**config.mk**
```make
export PLATFORM = sky130hd
export DESIGN_NAME = scr_regs
export DESIGN_NICKNAME = d
export VERILOG_FILES = /design/src/scr_pkg.sv /design/src/scr_gain.sv /design/src/scr_regs.sv
export SDC_FILE = /design/constraint.sdc
export NUM_CORES = 2
export LEC_CHECK = 0
export BUFFER_PORTS_ARGS = -buffer_cell sky130_fd_sc_hd__buf_2
export CORE_MARGIN = 10
export CORE_UTILIZATION = 58
export DETAILED_ROUTE_END_ITERATION = 12
export PLACE_DENSITY = 0.82
export SYNTH_ARGS = -nofsm -noshare
export SYNTH_HDL_FRONTEND = slang
export SYNTH_HIERARCHICAL = 1
export SYNTH_SLANG_ARGS = --single-unit
```
**constraint.sdc**
```tcl
create_clock -name sys_clk_i -period 7.4 [get_ports sys_clk_i]
set_input_delay 0.37 -clock sys_clk_i [delete_from_list [all_inputs] [get_ports sys_clk_i]]
set_output_delay 0.37 -clock sys_clk_i [all_outputs]
set_load 0.03 [all_outputs]
```
**src/scr_pkg.sv**
```systemverilog
// Purpose: Shared constants and types of the speech codec control registers.
// Assumes: 250 MHz system clock, 20-bit registers, AHB-Lite word access.
// Notes:
// Functional notes
// - Output bit clock and frame strobe each invert when their polarity bit is 1.
// - Delay bit 1 shifts output data one bit period after the strobe edge.
// - Matrix code 00 halves the sum of both inputs, 01 right only, 10 left only; 11 forbidden.
// - Special option bit 0 set suppresses page headers; clear enables them.
// - Speed code 00 is 8 kHz, 01 is 6 kHz, 10 is 12 kHz; 11 forbidden.
// - Mute bit set silences the audio output while decoding runs; idle, encode and pause keep sending the last samples.
// - Pause bit set suspends encoding and decoding until cleared.
// - Mode code 00 idle, 01 decode, 11 encode; 10 forbidden.
package scr_pkg;

  // ----------------------------------------
  // Clock and rates
  // ----------------------------------------
  localparam int unsigned CLK_HZ = 250_000_000;
  localparam int unsigned RATE_NORM_HZ = 8000;
  localparam int unsigned RATE_SLOW_HZ = 6000;
  localparam int unsigned RATE_FAST_HZ = 12000;
  localparam int unsigned BCLK_HALF_CYC = 4;
  localparam int unsigned SAMPLE_W = 20;
  localparam int unsigned FRAME_BITS = 40;

  // ----------------------------------------
  // Register indices and byte addresses
  // ----------------------------------------
  localparam int unsigned REG_W = 20;
  localparam logic [9:0] IDX_OUT_FMT = 10'h0E1;
  localparam logic [9:0] IDX_SPECIAL = 10'h0FA;
  localparam logic [9:0] IDX_GAIN = 10'h0FC;
  localparam logic [9:0] IDX_OP_SEL = 10'h0FD;
  localparam logic [11:0] ADDR_OUT_FMT = {IDX_OUT_FMT, 2'b00};
  localparam logic [11:0] ADDR_SPECIAL = {IDX_SPECIAL, 2'b00};
  localparam logic [11:0] ADDR_GAIN = {IDX_GAIN, 2'b00};
  localparam logic [11:0] ADDR_OP_SEL = {IDX_OP_SEL, 2'b00};

  // ----------------------------------------
  // Field positions, masks, reset values
  // ----------------------------------------
  localparam int unsigned FMT_BCLK_INV_BIT = 14;
  localparam int unsigned FMT_DELAY_BIT = 11;
  localparam int unsigned FMT_WS_INV_BIT = 5;
  localparam logic [19:0] FMT_MASK = 20'h04820;
  localparam int unsigned SPC_HDR_OFF_BIT = 0;
  localparam int unsigned SPC_MTX_LSB = 1;
  localparam logic [19:0] SPC_MASK = 20'h00007;
  localparam int unsigned OP_MODE_LSB = 0;
  localparam int unsigned OP_PAUSE_BIT = 2;
  localparam int unsigned OP_MUTE_BIT = 3;
  localparam int unsigned OP_SPEED_LSB = 4;
  localparam logic [19:0] OP_MASK = 20'h0003F;
  localparam logic [19:0] FMT_RESET = 20'h04000;
  localparam logic [19:0] SPC_RESET = 20'h00000;
  localparam logic [19:0] GAIN_RESET = 20'h7FFFF;
  localparam logic [19:0] OP_RESET = 20'h00000;

  // ----------------------------------------
  // Encodings
  // ----------------------------------------
  typedef enum logic [1:0] {
    MODE_IDLE = 2'b00,
    MODE_DECODE = 2'b01,
    MODE_BAD = 2'b10,
    MODE_ENCODE = 2'b11
  } scr_mode_t;

  typedef enum logic [1:0] {
    SPD_NORM = 2'b00,
    SPD_SLOW = 2'b01,
    SPD_FAST = 2'b10,
    SPD_BAD = 2'b11
  } scr_speed_t;

  typedef enum logic [1:0] {
    MTX_SUM = 2'b00,
    MTX_RIGHT = 2'b01,
    MTX_LEFT = 2'b10,
    MTX_BAD = 2'b11
  } scr_matrix_t;

  typedef enum logic [2:0] {
    SEL_FMT = 3'b000,
    SEL_SPC = 3'b001,
    SEL_GAIN = 3'b010,
    SEL_OP = 3'b011,
    SEL_NONE = 3'b100
  } scr_sel_t;

endpackage : scr_pkg

```
**src/scr_gain.sv**
```systemverilog
// Purpose: Scale one output sample by the linear gain and apply mute.
// Assumes: Signed sample, unsigned gain with 0x7FFFF as just under unity.
// Notes: Result registered; updates only on load.
`timescale 1ns/1ps
module scr_gain (
  // Clock and reset
  input wire logic sys_clk_i,
  input wire logic sys_rst_i,
  // Control
  input wire logic load_i,
  input wire logic mute_i,
  input wire logic [19:0] gain_i,
  // Data
  input wire logic signed [19:0] sample_i,
  output logic signed [19:0] sample_o
);

  logic signed [40:0] prod;

  // Gain is a fraction with 19 fraction bits, so 0x7FFFF scales the sample by just under one
  assign prod = sample_i * $signed({1'b0, gain_i});

  always_ff @(posedge sys_clk_i)
  begin
    if (sys_rst_i)
    begin
      sample_o <= 20'sh00000;
    end
    else if (load_i)
    begin
      sample_o <= mute_i ? 20'sh00000 : prod[38:19];
    end
  end

endmodule : scr_gain

```
**src/scr_regs.sv**
```systemverilog
// Purpose: Control registers, sample pacing and serial audio output of the codec.
// Assumes: AHB-Lite single word transfers; pins synchronous to sys_clk_i.
// Notes: Zero wait states; forbidden field codes are ignored and the field keeps its value.
`timescale 1ns/1ps
module scr_regs #(
  parameter int unsigned PER_NORM = scr_pkg::CLK_HZ / scr_pkg::RATE_NORM_HZ,
  parameter int unsigned PER_SLOW = scr_pkg::CLK_HZ / scr_pkg::RATE_SLOW_HZ,
  parameter int unsigned PER_FAST = scr_pkg::CLK_HZ / scr_pkg::RATE_FAST_HZ
) (
  // Clock and reset
  input wire logic sys_clk_i,
  input wire logic sys_rst_i,
  // AHB-Lite slave
  input wire logic hsel_i,
  input wire logic [31:0] haddr_i,
  input wire logic [1:0] htrans_i,
  input wire logic hwrite_i,
  input wire logic [2:0] hsize_i,
  input wire logic hready_i,
  input wire logic [31:0] hwdata_i,
  output logic [31:0] hrdata_o,
  output logic hreadyout_o,
  output logic hresp_o,
  // Encoder input path
  input wire logic [19:0] enc_left_i,
  input wire logic [19:0] enc_right_i,
  output logic [19:0] enc_sample_o,
  output logic enc_valid_o,
  // Decoder output path
  input wire logic [19:0] dec_left_i,
  input wire logic [19:0] dec_right_i,
  output logic dec_req_o,
  // Status
  output logic header_enable_o,
  output logic run_decode_o,
  output logic run_encode_o,
  output logic paused_o,
  // Serial audio output
  output logic sod_o,
  output logic soi_o,
  output logic soc_o
);

  // ----------------------------------------
  // Address decode
  // ----------------------------------------
  function automatic scr_pkg::scr_sel_t decode_sel(input logic [31:0] addr);
    scr_pkg::scr_sel_t sel;
    sel = scr_pkg::SEL_NONE;
    if (addr[31:12] == 20'h00000)
    begin
      unique case (addr[11:0])
        scr_pkg::ADDR_OUT_FMT: sel = scr_pkg::SEL_FMT;
        scr_pkg::ADDR_SPECIAL: sel = scr_pkg::SEL_SPC;
        scr_pkg::ADDR_GAIN: sel = scr_pkg::SEL_GAIN;
        scr_pkg::ADDR_OP_SEL: sel = scr_pkg::SEL_OP;
        default: sel = scr_pkg::SEL_NONE;
      endcase
    end
    return sel;
  endfunction : decode_sel

  logic access;
  logic wr_pend_q;
  scr_pkg::scr_sel_t wr_sel_q;
  logic [19:0] fmt_q;
  logic [19:0] fmt_d;
  logic [19:0] spc_q;
  logic [19:0] spc_d;
  logic [19:0] gain_q;
  logic [19:0] gain_d;
  logic [19:0] op_q;
  logic [19:0] op_d;
  logic [19:0] wdata;
  logic [19:0] rd_val;
  logic [31:0] hrdata_q;

  // Only whole-word transfers are acted on; others complete without effect
  assign access = hsel_i && hready_i && htrans_i[1] && (hsize_i == 3'b010);
  assign hreadyout_o = 1'b1;
  assign hresp_o = 1'b0;
  assign hrdata_o = hrdata_q;
  assign wdata = hwdata_i[19:0];

  always_ff @(posedge sys_clk_i)
  begin
    if (sys_rst_i)
    begin
      wr_pend_q <= 1'b0;
      wr_sel_q <= scr_pkg::SEL_NONE;
    end
    else
    begin
      wr_pend_q <= access && hwrite_i;
      wr_sel_q <= decode_sel(haddr_i);
    end
  end

  // ----------------------------------------
  // Register write with field checks
  // ----------------------------------------
  always_comb
  begin
    fmt_d = fmt_q;
    spc_d = spc_q;
    gain_d = gain_q;
    op_d = op_q;
    if (wr_pend_q)
    begin
      unique case (wr_sel_q)
        scr_pkg::SEL_FMT: fmt_d = wdata & scr_pkg::FMT_MASK;
        scr_pkg::SEL_SPC:
        begin
          spc_d = wdata & scr_pkg::SPC_MASK;
          if (wdata[scr_pkg::SPC_MTX_LSB +: 2] == scr_pkg::MTX_BAD)
          begin
            spc_d[scr_pkg::SPC_MTX_LSB +: 2] = spc_q[scr_pkg::SPC_MTX_LSB +: 2];
          end
        end
        scr_pkg::SEL_GAIN: gain_d = wdata;
        scr_pkg::SEL_OP:
        begin
          op_d = wdata & scr_pkg::OP_MASK;
          if (wdata[scr_pkg::OP_SPEED_LSB +: 2] == scr_pkg::SPD_BAD)
          begin
            op_d[scr_pkg::OP_SPEED_LSB +: 2] = op_q[scr_pkg::OP_SPEED_LSB +: 2];
          end
          if (wdata[scr_pkg::OP_MODE_LSB +: 2] == scr_pkg::MODE_BAD)
          begin
            op_d[scr_pkg::OP_MODE_LSB +: 2] = op_q[scr_pkg::OP_MODE_LSB +: 2];
          end
        end
        default:
        begin
          fmt_d = fmt_q;
        end
      endcase
    end
  end

  always_ff @(posedge sys_clk_i)
  begin
    if (sys_rst_i)
    begin
      fmt_q <= scr_pkg::FMT_RESET;
      spc_q <= scr_pkg::SPC_RESET;
      gain_q <= scr_pkg::GAIN_RESET;
      op_q <= scr_pkg::OP_RESET;
    end
    else
    begin
      fmt_q <= fmt_d;
      spc_q <= spc_d;
      gain_q <= gain_d;
      op_q <= op_d;
    end
  end

  // Read from next values so a read right after a write sees the new data
  always_comb
  begin
    unique case (decode_sel(haddr_i))
      scr_pkg::SEL_FMT: rd_val = fmt_d;
      scr_pkg::SEL_SPC: rd_val = spc_d;
      scr_pkg::SEL_GAIN: rd_val = gain_d;
      scr_pkg::SEL_OP: rd_val = op_d;
      default: rd_val = 20'h00000;
    endcase
  end

  always_ff @(posedge sys_clk_i)
  begin
    if (sys_rst_i)
    begin
      hrdata_q <= 32'h00000000;
    end
    else if (access && !hwrite_i)
    begin
      hrdata_q <= {12'h000, rd_val};
    end
  end

  // ----------------------------------------
  // Field views
  // ----------------------------------------
  scr_pkg::scr_mode_t mode;
  scr_pkg::scr_speed_t speed;
  scr_pkg::scr_matrix_t matrix;
  logic pause;
  logic mute;
  logic active;

  assign mode = scr_pkg::scr_mode_t'(op_q[scr_pkg::OP_MODE_LSB +: 2]);
  assign speed = scr_pkg::scr_speed_t'(op_q[scr_pkg::OP_SPEED_LSB +: 2]);
  assign matrix = scr_pkg::scr_matrix_t'(spc_q[scr_pkg::SPC_MTX_LSB +: 2]);
  assign pause = op_q[scr_pkg::OP_PAUSE_BIT];
  assign mute = op_q[scr_pkg::OP_MUTE_BIT];
  assign active = (mode != scr_pkg::MODE_IDLE) && !pause;

  always_ff @(posedge sys_clk_i)
  begin
    if (sys_rst_i)
    begin
      header_enable_o <= 1'b1;
      run_decode_o <= 1'b0;
      run_encode_o <= 1'b0;
      paused_o <= 1'b0;
    end
    else
    begin
      header_enable_o <= !spc_q[scr_pkg::SPC_HDR_OFF_BIT];
      run_decode_o <= (mode == scr_pkg::MODE_DECODE);
      run_encode_o <= (mode == scr_pkg::MODE_ENCODE);
      paused_o <= pause;
    end
  end

  // ----------------------------------------
  // Sample pacing
  // ----------------------------------------
  logic [19:0] per_cyc;
  logic [19:0] smp_cnt_q;
  logic tick;

  always_comb
  begin
    unique case (speed)
      scr_pkg::SPD_SLOW: per_cyc = 20'(PER_SLOW - 1);
      scr_pkg::SPD_FAST: per_cyc = 20'(PER_FAST - 1);
      default: per_cyc = 20'(PER_NORM - 1);
    endcase
  end

  assign tick = active && (smp_cnt_q == 20'h00000);

  // Counter freezes while paused so processing resumes in phase
  always_ff @(posedge sys_clk_i)
  begin
    if (sys_rst_i)
    begin
      smp_cnt_q <= 20'h00000;
    end
    else if (!active)
    begin
      smp_cnt_q <= smp_cnt_q;
    end
    else if (tick || smp_cnt_q > per_cyc)
    begin
      smp_cnt_q <= per_cyc;
    end
    else
    begin
      smp_cnt_q <= smp_cnt_q - 20'h00001;
    end
  end

  // ----------------------------------------
  // Encoder input matrixing
  // ----------------------------------------
  logic signed [20:0] mix_sum;

  // Sum halved so the mix cannot overflow the sample width
  assign mix_sum = $signed({enc_left_i[19], enc_left_i}) + $signed({enc_right_i[19], enc_right_i});

  always_ff @(posedge sys_clk_i)
  begin
    if (sys_rst_i)
    begin
      enc_sample_o <= 20'h00000;
      enc_valid_o <= 1'b0;
    end
    else
    begin
      enc_valid_o <= tick && (mode == scr_pkg::MODE_ENCODE);
      if (tick && (mode == scr_pkg::MODE_ENCODE))
      begin
        unique case (matrix)
          scr_pkg::MTX_RIGHT: enc_sample_o <= enc_right_i;
          scr_pkg::MTX_LEFT: enc_sample_o <= enc_left_i;
          default: enc_sample_o <= mix_sum[20:1];
        endcase
      end
    end
  end

  // ----------------------------------------
  // Decoder output scaling
  // ----------------------------------------
  logic dec_tick;
  logic [19:0] dec_in [2];
  logic [19:0] dec_out [2];

  assign dec_tick = tick && (mode == scr_pkg::MODE_DECODE);
  assign dec_req_o = dec_tick;
  assign dec_in[0] = dec_left_i;
  assign dec_in[1] = dec_right_i;

  for (genvar ch = 0; ch < 2; ch++)
  begin : g_chan
    scr_gain u_gain (
      .sys_clk_i(sys_clk_i),
      .sys_rst_i(sys_rst_i),
      .load_i(dec_tick),
      .mute_i(mute),
      .gain_i(gain_q),
      .sample_i(dec_in[ch]),
      .sample_o(dec_out[ch])
    );
  end

  // ----------------------------------------
  // Serial audio output
  // ----------------------------------------
  logic [2:0] div_q;
  logic half_en;
  logic phase_q;
  logic [5:0] bit_q;
  logic [39:0] frame_q;
  logic last_lsb_q;
  logic [5:0] pos;
  logic data_bit;

  assign half_en = (div_q == 3'(scr_pkg::BCLK_HALF_CYC - 1));

  always_ff @(posedge sys_clk_i)
  begin
    if (sys_rst_i)
    begin
      div_q <= 3'h0;
      phase_q <= 1'b0;
    end
    else
    begin
      div_q <= half_en ? 3'h0 : div_q + 3'h1;
      if (half_en)
      begin
        phase_q <= !phase_q;
      end
    end
  end

  // Data leaves on the falling edge of the standard clock, so the far end samples on rising
  assign pos = (bit_q == 6'h00) ? 6'(scr_pkg::FRAME_BITS - 1) : bit_q - 6'h01;
  assign data_bit = fmt_q[scr_pkg::FMT_DELAY_BIT] ?
    ((bit_q == 6'h00) ? last_lsb_q : frame_q[6'(scr_pkg::FRAME_BITS - 1) - pos]) :
    frame_q[6'(scr_pkg::FRAME_BITS - 1) - bit_q];

  always_ff @(posedge sys_clk_i)
  begin
    if (sys_rst_i)
    begin
      bit_q <= 6'h00;
      frame_q <= 40'h0000000000;
      last_lsb_q <= 1'b0;
    end
    else if (half_en && phase_q)
    begin
      if (bit_q == 6'(scr_pkg::FRAME_BITS - 1))
      begin
        bit_q <= 6'h00;
        frame_q <= {dec_out[0], dec_out[1]};
        last_lsb_q <= frame_q[0];
      end
      else
      begin
        bit_q <= bit_q + 6'h01;
      end
    end
  end

  always_ff @(posedge sys_clk_i)
  begin
    if (sys_rst_i)
    begin
      sod_o <= 1'b0;
      soi_o <= 1'b0;
      soc_o <= 1'b0;
    end
    else
    begin
      soc_o <= phase_q ^ fmt_q[scr_pkg::FMT_BCLK_INV_BIT];
      sod_o <= data_bit;
      soi_o <= (bit_q >= 6'(scr_pkg::SAMPLE_W)) ^ fmt_q[scr_pkg::FMT_WS_INV_BIT];
    end
  end

endmodule : scr_regs

```
==> metrics <==
Global Route Usage Sum roughly a quarter; starting DRC count in detailed routing 2519; Arrival @ worst endpoint between 7 and 8 ns; Clk Latency, worst-skew pair 0.56 ns; synth cell count leaders inv_1 (751), fa_1 (641), nand2_1 (511); share of layout cells above drive strength 1 between 9 and 10%; R2R Setup Slk approximately 0.25 ns; Main synth FF type dfxtp_1; Post-Place Cell Area 39980 um2; chip width 276.3 um; Worst Tran Pin Value about 1.2 ns; Worst Hold Depth 3; Slew Limit Fails 0; unrepaired setup endpoints after global routing no; endpoints failing hold 0; drt via density between 5 and 6; sequential cell area 4873 um2; cell taking the most area after synthesis fa_1; total of max-cap violations 0; fillcell total 5234; # DRC 0; GRT overflow 0; largest net degree at the start of global routing 74; clk buf depth 3; setup bufs post-CTS 0; count leader, synth inv_1; # nets final 5475; crit path kind flop to flop; Worst R2R Start gain_q[8]; root buffer selected by CTS clkbuf_16; dpl ws 0.1100 ns; CTS buffer count 25; Ports between 200 and 250; Seq/Total Area, Yosys 12.77%; post-route cell area 40850 um2; Area Overhead vs Synth 7.236%; via count between 20000 and 30000; YS warnings 6; port bufs 189; post-synthesis instance total 4260; origin of the worst min-delay path hwdata_i[8]; post-route ant nets 0; core area 64700 um2; die outline height about 280 um; top-area cell type share of the netlist area 33.69%; DP Wirelength 77870 um; Final period util 96.62%; Distinct cells, synth 100; sink of the worst hold path gain_q[8]; Yosys reg bits 243; fin crit period 7.150 ns; RR Endpoint g_chan[1].u_gain/sample_o[18]; CTS tree yes; Pre-antenna DRT Iters 5; initial antenna violation count 4; number of synthesized flops with an enable pin 0; Post-CTS Hold Buffers 0; Synth Area per Inst 8.942 um2; Clock transition at path regs about 0.070 ns; Synth Cell Area 38090 um2; R2R cell count 23; Slew HR 19.27%; routed len/inst 18.97 um; Clock Sinks about 240; first-pass GRT wire length 164000 um; maximum clock rate 139.9 MHz; final wirelength 98650 um; HP Class input port to flop; Worst Skew about 0.027 ns; Initial Util 58.88%; ys async rst share 0%; nature of the critical path startpoint flop; slack of the critical path 0.2504 ns; setup_tns 0 ns; RD Place Congestion 0.9308; CTS HTree Levels 1; critical path required time 7.83 ns; multi-input combinational cell area ~29000 um2; synth top area cells fa_1 (34%), dfxtp_1 (13%), ha_1 (12%), and2_1 (8.0%), inv_1 (7.4%); crit path max fanout 23; Final setup viols 0; Cell Rows 93; worst hold slack 0.07372 ns; status finished, final reports clean; Die Area between 70000 and 80000 um2; vias in the first global route roughly 32000; Crit. End Element flop
[layout by cell type, fill, tap and decap left out, types with 36 or more instances in the layout]
cell	count
xnor2_1	47
inv_1	751
ha_1	356
a21o_1	36
buf_4	73
o21ai_0	77
mux2i_1	61
nand2_1	511
a21oi_1	131
fa_1	641
buf_2	188
nor2_1	125
dfxtp_1	236
a221oi_1	41
and2_1	487
and3_1	41
nor3_1	49
[through the flow]
step	cells	utilization [%]
2_1_floorplan	4272	-
3_3_place_gp	5152	61.80
3_5_place_dp	5152	61.80
4_1_cts	5197	63.12
5_1_grt	5200	63.14
6_report	5200	63.14
[repair_timing]
action | in CTS | in global routing
hold endpoints to repair | 0 | 0
setup endpoints to repair | 0 | 7
resized for setup | 0 | 7
[final cells by class]
type	count	area share [%]
well taps	855	2.619
clock buffers	33	1.727
multi-input cells	3026	72.01
inverters	751	6.901
clock inverters	12	0.3614
diodes	3	0.01838
repair buffers	277	4.429
flip-flops and latches	243	11.93
[worst max-delay path, cell delays in order (launching register included)]
cell and delay, ns:
dfxtp_1 0.37, buf_12 0.20, buf_4 0.32, and2_1 0.19, fa_1 0.41, inv_1 0.08
fa_1 0.44, fa_1 0.52, inv_1 0.06, fa_1 0.59, fa_1 0.44, fa_1 0.50
inv_1 0.05, fa_1 0.47, inv_1 0.04, ha_1 0.28, a21oi_1 0.16, o21ai_0 0.23
nand2_1 0.15, o211ai_1 0.22, nor4_4 0.41, nor3_2 0.10, or4_1 0.48, a32o_1 0.25
[flip-flops by register name, indices dropped and copies added (netlist names), 3 cells and up]
name	count
frame_q	40
g_chan.u_gain/sample_o	40
enc_sample_o	20
fmt_q	20
gain_q	20
hrdata_o	20
op_q	20
smp_cnt_q	20
spc_q	20
bit_q	6
div_q	3
wr_sel_q	3
[routing by layer]
metal  part of all wire, %  GRT usage [%]
met1                    40          32.91
met2                    48          44.21
met3                   7.1          3.265
met4                   4.4          9.880
met5                 0.013              0
[worst max-delay path by stage]
stage          slack, ns            from                       endpoint
2_1_floorplan       0.35  dec_left_i[19]  g_chan[0].u_gain/sample_o[18]
3_3_place_gp        0.23      gain_q[16]  g_chan[0].u_gain/sample_o[18]
3_5_place_dp        0.11      gain_q[16]  g_chan[0].u_gain/sample_o[18]
4_1_cts              0.1      gain_q[16]  g_chan[0].u_gain/sample_o[18]
5_1_grt             0.03      gain_q[10]  g_chan[0].u_gain/sample_o[18]
6_report            0.25       gain_q[8]  g_chan[1].u_gain/sample_o[18]
[cells by family (layout without fill, tap and decap cells)]
logic type / after synthesis / in the layout / share of synthesized area (%)
adders and majority gates: 998 / 998 / 45.40
muxes: 79 / 79 / 2.618
DFF: 243 / 243 / 12.77
xor gates and xnor gates: 72 / 72 / 1.655
and+or+nand+nor: 1399 / 1399 / 19.02
other: 2 / 17 / 0.01971
AOI/OAI and AO/OA: 464 / 464 / 8.336
buffers and inverters: 1003 / 1073 / 10.17
Power is left out: the tool's default activity adds up to more than one toggle a clock period on the data nets, which glitch-free logic cannot reach.
